### src/rtl/lbc_defs.svh
// constants for the long branch and call unit
`ifndef LBC_DEFS_SVH
`define LBC_DEFS_SVH
`define LBC_PC_W 16
`define LBC_DATA_W 8
`define LBC_REG_SEL_W 5
`define LBC_IDX_SEL_W 2
`define LBC_FLAGS_W 4
`define LBC_BANK_W 4
`define LBC_OP_CLASS_HI 15
`define LBC_OP_CLASS_LO 9
`define LBC_COND_JUMP_CLASS 7'h26
`define LBC_LONG_CALL_WORD 16'h8800
`define LBC_JUMP_ABS_WORD 16'h8801
`define LBC_JUMP_IDX_HI 15
`define LBC_JUMP_IDX_LO 2
`define LBC_JUMP_IDX_CLASS 14'h2201
`define LBC_SENSE_BIT 8
`define LBC_POS_HI 7
`define LBC_POS_LO 5
`define LBC_RS_HI 4
`define LBC_RS_LO 0
`define LBC_IDX_HI 1
`define LBC_IDX_LO 0
`define LBC_PC_RESET 16'h0000
`define LBC_PC_STEP 16'h0001
`define LBC_RET_STEP 16'h0002
`endif

### src/rtl/lbc_pkg.sv
// types for the long branch and call unit
package lbc_pkg;
  typedef enum logic [1:0] {
    LBC_OP_NONE, LBC_OP_CALL, LBC_OP_JCOND, LBC_OP_JABS
  } lbc_op_t;
  typedef struct packed {
    logic [15:0] pc;
    logic [3:0] flags;
    logic global_interrupt_enable;
    logic [3:0] bank_sel;
  } lbc_frame_t;
endpackage

### src/rtl/lbc_bit_select.sv
// picks one bit of the tested register
`timescale 1ns/100ps
`include "lbc_defs.svh"
module lbc_bit_select #(
  parameter int WIDTH = `LBC_DATA_W
) (
  input wire logic [WIDTH-1:0] value_in,
  input wire logic [2:0] position_in,
  output logic bit_out
);
  assign bit_out = value_in[position_in];
endmodule // lbc_bit_select

### src/rtl/lbc_unit.sv
// long call and long jump execution unit
// Behaviour
// - call pushes pc, flags, enable, banks first
// - call target is full sixteen bit address
// - conditional jump only when bit matches sense
// - bit position zero is lsb, seven msb
// - tested register is any active register
// - jump target from operand or index register
// - jump reaches whole instruction space
`timescale 1ns/100ps
`include "lbc_defs.svh"
module lbc_unit (
  input wire logic clock_in,
  input wire logic rst_n_in,
  input wire logic instr_valid_in,
  input wire logic [15:0] instr_word_in,
  output logic [15:0] fetch_addr_out,
  output logic [4:0] tested_register_field_out,
  input wire logic [7:0] reg_data_in,
  output logic [1:0] index_register_operand_out,
  input wire logic [15:0] index_data_in,
  input wire logic [3:0] flags_in,
  input wire logic global_interrupt_enable_in,
  input wire logic [3:0] bank_sel_in,
  output logic push_out,
  output lbc_pkg::lbc_frame_t push_frame_out,
  output logic [15:0] pc_out,
  output logic flags_write_out
);
  typedef enum logic [1:0] {LBC_ST_FETCH, LBC_ST_OPERAND} lbc_state_t;
  lbc_state_t state_q;
  lbc_pkg::lbc_op_t op_q;
  logic [15:0] pc_q;
  logic sense_q;
  logic bit_hit_q;
  logic push_q;
  lbc_pkg::lbc_frame_t frame_q;
  logic selected_bit;
  logic is_cond;
  logic is_call;
  logic is_jabs;
  logic is_jidx;
  logic [15:0] next_word_pc;
  function automatic logic is_class(input logic [15:0] w);
    return w[`LBC_OP_CLASS_HI:`LBC_OP_CLASS_LO] == `LBC_COND_JUMP_CLASS;
  endfunction
  assign is_cond = is_class(instr_word_in);
  assign is_call = instr_word_in == `LBC_LONG_CALL_WORD;
  assign is_jabs = instr_word_in == `LBC_JUMP_ABS_WORD;
  assign is_jidx = instr_word_in[`LBC_JUMP_IDX_HI:`LBC_JUMP_IDX_LO] == `LBC_JUMP_IDX_CLASS;
  assign next_word_pc = pc_q + `LBC_PC_STEP;
  assign tested_register_field_out = instr_word_in[`LBC_RS_HI:`LBC_RS_LO];
  assign index_register_operand_out = instr_word_in[`LBC_IDX_HI:`LBC_IDX_LO];
  lbc_bit_select #(.WIDTH(`LBC_DATA_W)) u_bit (
    .value_in(reg_data_in),
    .position_in(instr_word_in[`LBC_POS_HI:`LBC_POS_LO]),
    .bit_out(selected_bit)
  );
  always_ff @(posedge clock_in or negedge rst_n_in) begin
    if (!rst_n_in) begin
      state_q <= LBC_ST_FETCH;
      op_q <= lbc_pkg::LBC_OP_NONE;
      sense_q <= 1'b0;
      bit_hit_q <= 1'b0;
    end else if (instr_valid_in) begin
      unique case (state_q)
        LBC_ST_FETCH: begin
          if (is_cond) begin
            op_q <= lbc_pkg::LBC_OP_JCOND;
            sense_q <= instr_word_in[`LBC_SENSE_BIT];
            bit_hit_q <= selected_bit;
            state_q <= LBC_ST_OPERAND;
          end else if (is_call) begin
            op_q <= lbc_pkg::LBC_OP_CALL;
            state_q <= LBC_ST_OPERAND;
          end else if (is_jabs) begin
            op_q <= lbc_pkg::LBC_OP_JABS;
            state_q <= LBC_ST_OPERAND;
          end else begin
            op_q <= lbc_pkg::LBC_OP_NONE;
          end
        end
        LBC_ST_OPERAND: begin
          op_q <= lbc_pkg::LBC_OP_NONE;
          state_q <= LBC_ST_FETCH;
        end
        default: state_q <= LBC_ST_FETCH;
      endcase
    end
  end
  always_ff @(posedge clock_in or negedge rst_n_in) begin
    if (!rst_n_in) begin
      pc_q <= `LBC_PC_RESET;
    end else if (instr_valid_in) begin
      if (state_q == LBC_ST_FETCH && is_jidx && !is_cond && !is_call && !is_jabs) begin
        pc_q <= index_data_in;
      end else if (state_q == LBC_ST_OPERAND) begin
        unique case (op_q)
          lbc_pkg::LBC_OP_CALL: pc_q <= instr_word_in;
          lbc_pkg::LBC_OP_JABS: pc_q <= instr_word_in;
          lbc_pkg::LBC_OP_JCOND: begin
            if (bit_hit_q == sense_q) begin
              pc_q <= instr_word_in;
            end else begin
              pc_q <= next_word_pc;
            end
          end
          default: pc_q <= next_word_pc;
        endcase
      end else begin
        pc_q <= next_word_pc;
      end
    end
  end
  always_ff @(posedge clock_in or negedge rst_n_in) begin
    if (!rst_n_in) begin
      push_q <= 1'b0;
      frame_q <= '0;
    end else begin
      push_q <= 1'b0;
      if (instr_valid_in && state_q == LBC_ST_FETCH && is_call) begin
        push_q <= 1'b1;
        frame_q.pc <= pc_q + `LBC_RET_STEP;
        frame_q.flags <= flags_in;
        frame_q.global_interrupt_enable <= global_interrupt_enable_in;
        frame_q.bank_sel <= bank_sel_in;
      end
    end
  end
  assign fetch_addr_out = pc_q;
  assign pc_out = pc_q;
  assign push_out = push_q;
  assign push_frame_out = frame_q;
  assign flags_write_out = 1'b0;
endmodule // lbc_unit
### config.mk
export PLATFORM = sky130hd
export DESIGN_NAME = lbc_unit
export DESIGN_NICKNAME = d
export VERILOG_FILES = /design/src/rtl/lbc_pkg.sv /design/src/rtl/lbc_bit_select.sv /design/src/rtl/lbc_unit.sv
export VERILOG_INCLUDE_DIRS = /design/src /design/src/rtl
export SDC_FILE = /design/constraint.sdc
export NUM_CORES = 1
export LEC_CHECK = 0
export ABC_CLOCK_PERIOD_IN_PS = 1950
export BUFFER_PORTS_ARGS = -buffer_cell sky130_fd_sc_hd__buf_4
export CAP_MARGIN = 20
export CORE_ASPECT_RATIO = 0.8
export CORE_MARGIN = 5
export CORE_UTILIZATION = 49
export CTS_CLUSTER_SIZE = 24
export DETAILED_ROUTE_END_ITERATION = 8
export GPL_ROUTABILITY_DRIVEN = 0
export PLACE_DENSITY = 0.85
export SYNTH_ARGS = -nofsm -noshare
export SYNTH_HDL_FRONTEND = slang
export SYNTH_SLANG_ARGS = --single-unit
export TNS_END_PERCENT = 30
### constraint.sdc
create_clock -name clock_in -period 1.95 [get_ports clock_in]
set_input_delay 0.2925 -clock clock_in [delete_from_list [all_inputs] [get_ports clock_in]]
set_output_delay 0.2925 -clock clock_in [all_outputs]
set_load 0.02 [all_outputs]
==> results of run 1 <==
==> cell usage after synthesis (3+ instances only) <==
master,n,area share [%]
o211ai_1,5,1.3
xor2_1,13,3.8
o21ai_0,6,1.0
dfrtp_1,47,39
a32oi_1,14,4.1
and2_1,3,0.63
mux2i_1,7,2.3
nand3_1,15,2.5
nand2_1,10,1.3
mux2_4,19,9.5
o21a_1,3,0.75
buf_6,3,1.1
nor2_1,14,1.8
buf_4,24,6.0
nor3_1,13,2.2
o31ai_1,6,1.5
clkbuf_1,6,0.75
mux2_2,7,2.6
buf_2,8,1.3
xnor2_1,10,2.9
nor4_1,9,1.9
a21o_1,3,0.75
inv_1,5,0.63
nand4_1,9,1.9
==> final cells by class <==
| class | instances | area share [%] |
|---|---|---|
| multi-input cells | 189 | 38.21 |
| repair buffers | 144 | 27.30 |
| clock buffers | 6 | 1.812 |
| inverters | 5 | 0.4686 |
| well taps | 81 | 2.530 |
| clock inverters | 2 | 0.3124 |
| flip-flops and latches | 47 | 29.37 |
==> power groups by stage <==
stage	clock network, W	logic [W]	registers, W
after floorplan	0	0.000639	0.00125
after detailed placement	0	0.00115	0.00120
after global routing	0.000655	0.00123	0.00121
after CTS	0.000598	0.00115	0.00119
after global placement	0	0.00112	0.00120
final	0.000600	0.00115	0.00119
==> worst paths after layout <==
check                                       start  cells after the start  slack, ns                  to
worst max-delay path            fetch_addr_out[1]                      5       0.09  fetch_addr_out[15]
worst min-delay path                     rst_n_in                      1      -0.02  push_frame_out[15]
worst max register to register  fetch_addr_out[1]                      5       0.09  fetch_addr_out[15]
worst min register to register  push_frame_out[2]                      1       0.51   push_frame_out[2]
max in group asynchronous                rst_n_in                      1       1.54             sense_q
min in group clock_in                 flags_in[3]                      2       0.20   push_frame_out[8]
==> flip-flops by register name, summed over array words and instances, names as in the netlist <==
name / flops
fetch_addr_out: 16
bit_hit_q: 1
push_out: 1
state_q: 1
op_q: 2
sense_q: 1
push_frame_out: 25
==> layer usage <==
layer,vias to the layer above,GRT usage [%]
li1,1237,-
met1,1354,26.89
met2,167,38.22
met3,22,9.345
met4,0,8.575
met5,-,0
==> metrics by stage <==
stage | cell area, sq um | TNS [ns] | cells
after floorplan | 2988 | 0 | 284
after global placement | 3899 | 0 | 466
after detailed placement | 3899 | 0 | 466
after CTS | 3984 | 0 | 474
after global routing | 4005 | -0.01146 | 474
final | 4005 | 0 | 474
==> logic make-up (layout without fill, tap and decap cells) <==
kind of cell / after synthesis / count (layout) / share of synthesized area, %
DFF: 47 / 47 / 39.36
other: 1 / 1 / 0.1255
AOI/OAI and AO/OA: 47 / 47 / 11.98
muxes: 35 / 35 / 16.04
xor gates and xnor gates: 23 / 23 / 6.742
adders and majority gates: 2 / 2 / 0.8374
buffers and inverters: 48 / 157 / 10.13
and+or+nand+nor: 81 / 81 / 14.78
==> run metrics, run 1 <==
status=finished, violations left; failing checks=negative hold slack; CTS tree=yes; RSZ-0062 raised after global routing=yes; Detailed Routing Iterations Pass 1=6; postcts setup bufs=0; Syn Nets=338; clk_lat worst skew=0.32 ns; CTS buffer count=5; required time of the critical path=2.14 ns; MaxCap Viol Count=0; area delta synth->final=34.05%; Starting Density=50.54%; final setup violating endpoints=0; grt total ovfl=0; commonest cells after routing, fill and taps aside=buf_4, dfrtp_1, mux2_4; number of global-route vias before repair=2919; detailed-route DRC error count=0; internal power=0.001830 W; Longest Clk Path Bufs=2; post-cts resize count=0; combinational share of power=39.1%; largest net degree at the start of global routing=48; Multi-input gate area=1530 sq um; first-pass GRT wire length=14300 um; share of cells above drive strength 1=47.07%; f_max=~0.54 GHz; IO Pins=118; Peak VDD IR=~0.44 mV; DR WL met3=937 um; Reg power frac=40.6%; ys async rst share=between 90% and 100%; EDFF count, synth=0; antenna diode count=0; Die W=97.31 um; crit path DAT=2.05 ns; antenna viol nets, final=0; Routed met1 length=between 3000 and 4000 um; CP Launch Type=flip-flop; CTS sink count=47; Tot Pwr=about 0.0029 W; clock skew=0.007715 ns; dpl hpwl=6631 um; dpl ws=0.05687 ns; Primary FF master, synth=dfrtp_1; Slew Viols, Final=0; CP cell instances=ha_1 -> nand4_1 -> nor4_4 -> xnor2_1 -> o211ai_1; Rows=25; CTS Hold Bufs=0; Leak=between 2 and 2.5 nW; Setup CP Type=reg -> reg; DR vias=approximately 2.8k; sw frac=37.90%; post-synthesis sequential area ratio=39.36%; register area=1176 sq um; Tcrit/Tclk final=95.17%; worst hold slack=-0.02306 ns; worst path buffer plus inverter count=0; clk slew on worst S/H paths=0.09 ns; DR WL met2=4299 um; drt initial violations=181; gr usage total=22.97%; mapped cell area=2988 sq um; drt wl/cell=~19 um; Worst path top cell family by delay=simple AND/OR/NAND/NOR gates; Max Used Layer=met4; Min-Delay Path Class=in -> async; initial antenna violation count=0; Vias/cell=5.865; htree depth=2; PD cells=between 700 and 800 nW/um^2; die span in y=79.85 um; final hold violations=22; CP max-delay cell=nor4_4; fin crit period=around 1.9 ns; Max FO, Critical Path=6; commonest non-fill, non-tap cell in the layout=buf_4; crit path capture type=flip-flop; Mapped Avg Cell Area=10.52 sq um; root buf cell=clkbuf_8; Core Area=5912 sq um; final core utilization=67.75%; Layout Nets=446; Least-Margin Pin Slew=0.6164 ns; total routed wirelength=8818 um; Synth Instances=284; Synth Warn #=0; switching power=0.001116 W; Clock power frac=20.4%; Fillers=approximately 460; IO Port Bufs=116; Die Footprint=7769 sq um; Slew headroom=about 59%; distinct cell type count after synthesis=43; slowest stage delay, CP=0.44 ns; setup ws final=~0.094 ns; Synth Register Bits=47
Power figures use the tool's default switching activity.
==> run 2, diff against run 1 <==
--- a/config.mk
+++ b/config.mk
@@ -7,7 +7,7 @@
 export NUM_CORES = 1
 export LEC_CHECK = 0
 export ABC_CLOCK_PERIOD_IN_PS = 1950
-export BUFFER_PORTS_ARGS = -buffer_cell sky130_fd_sc_hd__buf_4
+export BUFFER_PORTS_ARGS = -buffer_cell sky130_fd_sc_hd__buf_2
 export CAP_MARGIN = 20
 export CORE_ASPECT_RATIO = 0.8
 export CORE_MARGIN = 5
==> run metrics, run 2 (synthesis results as in run 1) <==
dpl ws=-0.009930 ns (was 0.05687 ns); fin crit period=1.776 ns (was 1.856 ns); Least-Margin Pin Slew=0.6237 ns (was 0.6164 ns); Die Footprint=7769 sq um (unchanged); Clock power frac=25.2% (was 20.4%); grt total ovfl=0 (unchanged); Vias/cell=5.848 (was 5.865); Tcrit/Tclk final=91.05% (was 95.17%); largest net degree at the start of global routing=27 (was 48); required time of the critical path=2.12 ns (was 2.14 ns); CTS tree=yes (unchanged); MaxCap Viol Count=0 (unchanged); setup ws final=0.1745 ns (was 0.09417 ns); Leak=2.007 nW (was 2.053 nW); crit path capture type=flip-flop (unchanged); clk slew on worst S/H paths=0.09 ns (about the same); final core utilization=63.45% (was 67.75%); Longest Clk Path Bufs=2 (unchanged); antenna viol nets, final=0 (unchanged); drt wl/cell=18.24 um (was 18.60 um); status=finished, violations left (unchanged); Die W=97.31 um (unchanged); CTS buffer count=5 (unchanged); Max Used Layer=met4 (unchanged); htree depth=2 (unchanged); failing checks=negative hold slack (unchanged); internal power=0.001880 W (was 0.001830 W); Fin Setup TNS=0 ns (unchanged); Core Area=5912 sq um (unchanged); detailed-route DRC error count=0 (unchanged); Peak VDD IR=0.4742 mV (was 0.4370 mV); die span in y=79.85 um (unchanged); final setup violating endpoints=0 (unchanged); gr usage total=22.47% (was 22.97%); Detailed Routing Iterations Pass 1=5 (was 6); CTS Hold Bufs=0 (unchanged); Tot Pwr=0.002955 W (was 0.002946 W); Layout Nets=447 (was 446); f_max=0.5632 GHz (was 0.5388 GHz); share of cells above drive strength 1=47.21% (was 47.07%); Min-Delay Path Class=in -> async (unchanged); Routed met1 length=3330 um (was 3397 um); Reg power frac=39.9% (was 40.6%); switching power=0.001075 W (was 0.001116 W); postcts setup bufs=0 (unchanged); dpl hpwl=6532 um (was 6631 um); IO Port Bufs=116 (unchanged); commonest non-fill, non-tap cell in the layout=buf_2 (was buf_4); first-pass GRT wire length=13980 um (was 14300 um); drt initial violations=194 (was 181); Slew headroom=58.42% (was 58.91%); DR WL met3=962 um (was 937 um); crit path DAT=1.95 ns (was 2.05 ns); number of global-route vias before repair=2871 (was 2919); total routed wirelength=8663 um (was 8818 um); Largest register FFs=25 (unchanged); final hold violations=12 (was 22); DR WL met2=4184 um (was 4299 um); Max FO, Critical Path=5 (was 6); CTS sink count=47 (unchanged); root buf cell=clkbuf_8 (unchanged); RSZ-0062 raised after global routing=no (was yes); area delta synth->final=25.54% (was 34.05%); sw frac=36.38% (was 37.90%); worst hold slack=-0.004135 ns (was -0.02306 ns); antenna diode count=0 (unchanged); Setup CP Type=reg -> reg (unchanged); commonest cells after routing, fill and taps aside=buf_2, dfrtp_1, buf_4 (was buf_4, dfrtp_1, mux2_4); CP Launch Type=flip-flop (unchanged); Rows=25 (unchanged); DR vias=2778 (was 2780); combinational share of power=34.9% (was 39.1%); clock skew=0.009003 ns (was 0.007715 ns); Slew Viols, Final=0 (unchanged); IO Pins=118 (unchanged); Starting Density=50.54% (unchanged); PD cells=787.7 nW/um^2 (was 735.6 nW/um^2); clk_lat worst skew=0.30 ns (was 0.32 ns); initial antenna violation count=0 (unchanged)
run 2: final timing paths:
check | startpoint | endpoint | slack, ns | depth (start not counted)
setup / recovery | fetch_addr_out[1] | fetch_addr_out[15] | 0.17 | 5
hold / removal | rst_n_in | push_frame_out[14] | -0.004 | 1
setup reg to reg | fetch_addr_out[1] | fetch_addr_out[15] | 0.17 | 5
hold reg to reg | push_frame_out[0] | push_frame_out[0] | 0.51 | 1
max in group asynchronous | rst_n_in | push_frame_out[0] | 1.41 | 2
min in group clock_in | bank_sel_in[3] | push_frame_out[3] | 0.21 | 2
run 2: metrics by stage:
step	instances	cell area (sq um)
floorplan	284	2988
CTS	475	3746
finish	475	3751
global placement	467	3628
global route	475	3751
detailed placement	467	3628
run 2: critical path, cell delays in order (launching register included):
cell	delay, ns
dfrtp_1	0.44
ha_1	0.26
nand4_1	0.22
nor4_1	0.45
xnor2_1	0.17
o211ai_1	0.11
run 2: power by group through the flow:
| stage | combinational, W | clock [W] | sequential (W) |
|---|---|---|---|
| finish | 0.00103 | 0.000746 | 0.00118 |
| global route | 0.00112 | 0.000804 | 0.00119 |
| CTS | 0.00103 | 0.000756 | 0.00117 |
| detailed placement | 0.00103 | 0 | 0.00119 |
| global placement | 0.00101 | 0 | 0.00118 |
| floorplan | 0.000639 | 0 | 0.00125 |
run 2: layout make-up:
class	instances	area, sq um
flip-flops and latches	47	1176
fillers	510	2161
well taps	81	101.3
repair buffers	145	823.3
multi-input cells	189	1514
clock inverters	2	35.03
inverters	5	18.77
clock buffers	6	82.58
run 2: routing by layer:
layer	vias to the layer above	global-route usage, %
li1	1243	-
met2	177	38.22
met3	22	7.511
met1	1336	26.86
met4	0	7.884
met5	-	0
run 2: what timing repair did:
| item | in CTS | in global routing |
|---|---|---|
| setup endpoints to repair | 0 | 1 |
| hold endpoints to repair | 0 | 0 |
| resized for setup | 0 | 1 |
==> run 3, diff against run 2 <==
--- a/config.mk
+++ b/config.mk
@@ -11,11 +11,11 @@
 export CAP_MARGIN = 20
 export CORE_ASPECT_RATIO = 0.8
 export CORE_MARGIN = 5
-export CORE_UTILIZATION = 49
+export CORE_UTILIZATION = 42
 export CTS_CLUSTER_SIZE = 24
 export DETAILED_ROUTE_END_ITERATION = 8
 export GPL_ROUTABILITY_DRIVEN = 0
-export PLACE_DENSITY = 0.85
+export PLACE_DENSITY = 0.76
 export SYNTH_ARGS = -nofsm -noshare
 export SYNTH_HDL_FRONTEND = slang
 export SYNTH_SLANG_ARGS = --single-unit
==> run metrics, run 3 (synthesis results as in run 1) <==
status=complete, no violations (was finished, violations left); IO Port Bufs=116 (unchanged); Max FO, Critical Path=5 (unchanged); Least-Margin Pin Slew=0.5175 ns (was 0.6237 ns); DR vias=2716 (was 2778); Worst path top cell family by delay=simple AND/OR/NAND/NOR gates (unchanged); switching power=0.001088 W (was 0.001075 W); commonest cells after routing, fill and taps aside=buf_2, dfrtp_1, buf_4 (unchanged); Fillers=623 (was 510); slowest stage delay, CP=0.45 ns (about the same); Setup CP Type=reg -> reg (unchanged); Largest register FFs=25 (unchanged); initial antenna violation count=0 (unchanged); CP max-delay cell=dfrtp_1 (was nor4_1); root buf cell=clkbuf_8 (unchanged); reg2reg start=fetch_addr_out[1] (unchanged); required time of the critical path=2.15 ns (was 2.12 ns); PD cells=789.1 nW/um^2 (was 787.7 nW/um^2); Leak=2.021 nW (was 2.007 nW); dpl ws=0.1320 ns (was -0.009930 ns); Vias/cell=5.612 (was 5.848); clock skew=0.007222 ns (was 0.009003 ns); Hold Path Depth=2; worst path buffer plus inverter count=0 (unchanged); sw frac=36.47% (was 36.38%); clk_lat worst skew=0.31 ns (was 0.30 ns); IO Pins=118 (unchanged); final setup violating endpoints=0 (unchanged); CP cell instances=ha_2 -> nand3_1 -> nor4_1 -> xor2_1 -> mux2_4 (was ha_1 -> nand4_1 -> nor4_1 -> xnor2_1 -> o211ai_1); Starting Density=43.36% (was 50.54%); Clock power frac=25.2% (about the same); worst hold slack=0.2117 ns (was -0.004135 ns); number of global-route vias before repair=2705 (was 2871); Rows=27 (was 25); final hold violations=0 (was 12); final instance area=3781 sq um (was 3751 sq um); postcts setup bufs=0 (unchanged); largest net degree at the start of global routing=30 (was 27); setup ws final=0.1630 ns (was 0.1745 ns); Hold Crit Start=bank_sel_in[2]; Slew Viols, Final=0 (unchanged); htree depth=2 (unchanged); CTS tree=yes (unchanged); antenna viol nets, final=0 (unchanged); CP Launch Type=flip-flop (unchanged); fin crit period=1.787 ns (was 1.776 ns); drt initial violations=215 (was 194); Multi-input gate area=1511 sq um (was 1514 sq um); area delta synth->final=26.55% (was 25.54%); CTS buffer count=5 (unchanged); R2R cell count=5 (unchanged); total routed wirelength=8815 um (was 8663 um); Tcrit/Tclk final=91.64% (was 91.05%); first-pass GRT wire length=14180 um (was 13980 um); Worst Hold End=push_frame_out[2]; die span in y=85.44 um (was 79.85 um); grt total ovfl=0 (unchanged); CTS sink count=47 (unchanged); share of cells above drive strength 1=47.36% (was 47.21%); gr usage total=19.89% (was 22.47%); register area=1176 sq um (unchanged); Layout Nets=450 (was 447); Placed Instance Area=3651 sq um (was 3628 sq um); detailed-route DRC error count=0 (unchanged); Detailed Routing Iterations Pass 1=5 (unchanged); Core Area=6892 sq um (was 5912 sq um); Min-Delay Path Class=in -> reg (was in -> async); combinational share of power=35.1% (was 34.9%); crit path capture type=flip-flop (unchanged); commonest non-fill, non-tap cell in the layout=buf_2 (unchanged); r2r endpoint=push_frame_out[24] (was fetch_addr_out[15]); Slew headroom=65.43% (was 58.42%); Die Footprint=8911 sq um (was 7769 sq um); internal power=0.001896 W (was 0.001880 W); MaxCap Viol Count=0 (unchanged); Die W=104.3 um (was 97.31 um); clk slew on worst S/H paths=0.09 ns (about the same); dpl hpwl=6731 um (was 6532 um); Peak VDD IR=0.3181 mV (was 0.4742 mV); antenna diode count=0 (unchanged); Fin Setup TNS=0 ns (unchanged); drt wl/cell=18.21 um (was 18.24 um); Reg2Reg Setup Slack=0.16 ns (was 0.17 ns); Tot Pwr=0.002984 W (was 0.002955 W); Longest Clk Path Bufs=2 (unchanged); f_max=0.5596 GHz (was 0.5632 GHz); Reg power frac=39.7% (was 39.9%); RSZ-0062 raised after global routing=no (unchanged); crit path DAT=1.99 ns (was 1.95 ns)
[run 3: changes by cell type in the layout (fill, tap and decap cells not counted), sizes merged]
cell,before,now
buf,145,147
dlygate4sd3,0,1
[run 3: repair_timing]
item	4_1_cts	5_1_grt
hold buffers	1	0
endpoints found under the hold margin	18	0
setup endpoints to repair	0	2
resized for setup	0	1
[run 3: per-stage QoR]
step	util (%)	cells
floorplan	-	284
global placement	52.98	475
detailed placement	52.98	475
CTS	54.83	484
global route	54.87	484
finish	54.87	484
[run 3: cell type report]
cell class                 count  share of cell area (%)
tap                           87                   2.879
timing repair buffer         148                   22.44
clock buffer                   6                   2.184
inverter                       5                  0.4964
clock inverter                 2                  0.9265
sequential                    47                   31.11
multi-input combinational    189                   39.97
[run 3: how the worst max path moves through the flow]
stage | from | to | slack, ns | cells past startpoint
finish | fetch_addr_out[1] | push_frame_out[24] | 0.16 | 5
global route | fetch_addr_out[1] | fetch_addr_out[15] | 0.03 | 5
CTS | fetch_addr_out[1] | push_frame_out[24] | 0.14 | 5
detailed placement | instr_word_in[8] | push_frame_out[19] | 0.13 | 6
global placement | instr_word_in[8] | push_frame_out[7] | 0.16 | 6
floorplan | fetch_addr_out[2] | push_frame_out[24] | 0.07 | 5
[run 3: metal layers]
metal | track usage [%] | wire length (um) | share of wire, % | vias to the layer above
met2 | 30.82 | 3987 | 45 | 165
met3 | 6.388 | 851 | 9.7 | 14
met5 | 0 | 0 | 0 | -
met1 | 27.02 | 3837 | 44 | 1289
met4 | 4.824 | 138 | 1.6 | 0
li1 | - | - | - | 1248
[run 3: power groups by stage]
stage,sequential (W),combinational [W],clock [W]
2_1_floorplan,0.00125,0.000639,0
3_3_place_gp,0.00119,0.00103,0
3_5_place_dp,0.00120,0.00105,0
4_1_cts,0.00118,0.00105,0.000764
5_1_grt,0.00120,0.00114,0.000814
6_report,0.00119,0.00105,0.000752
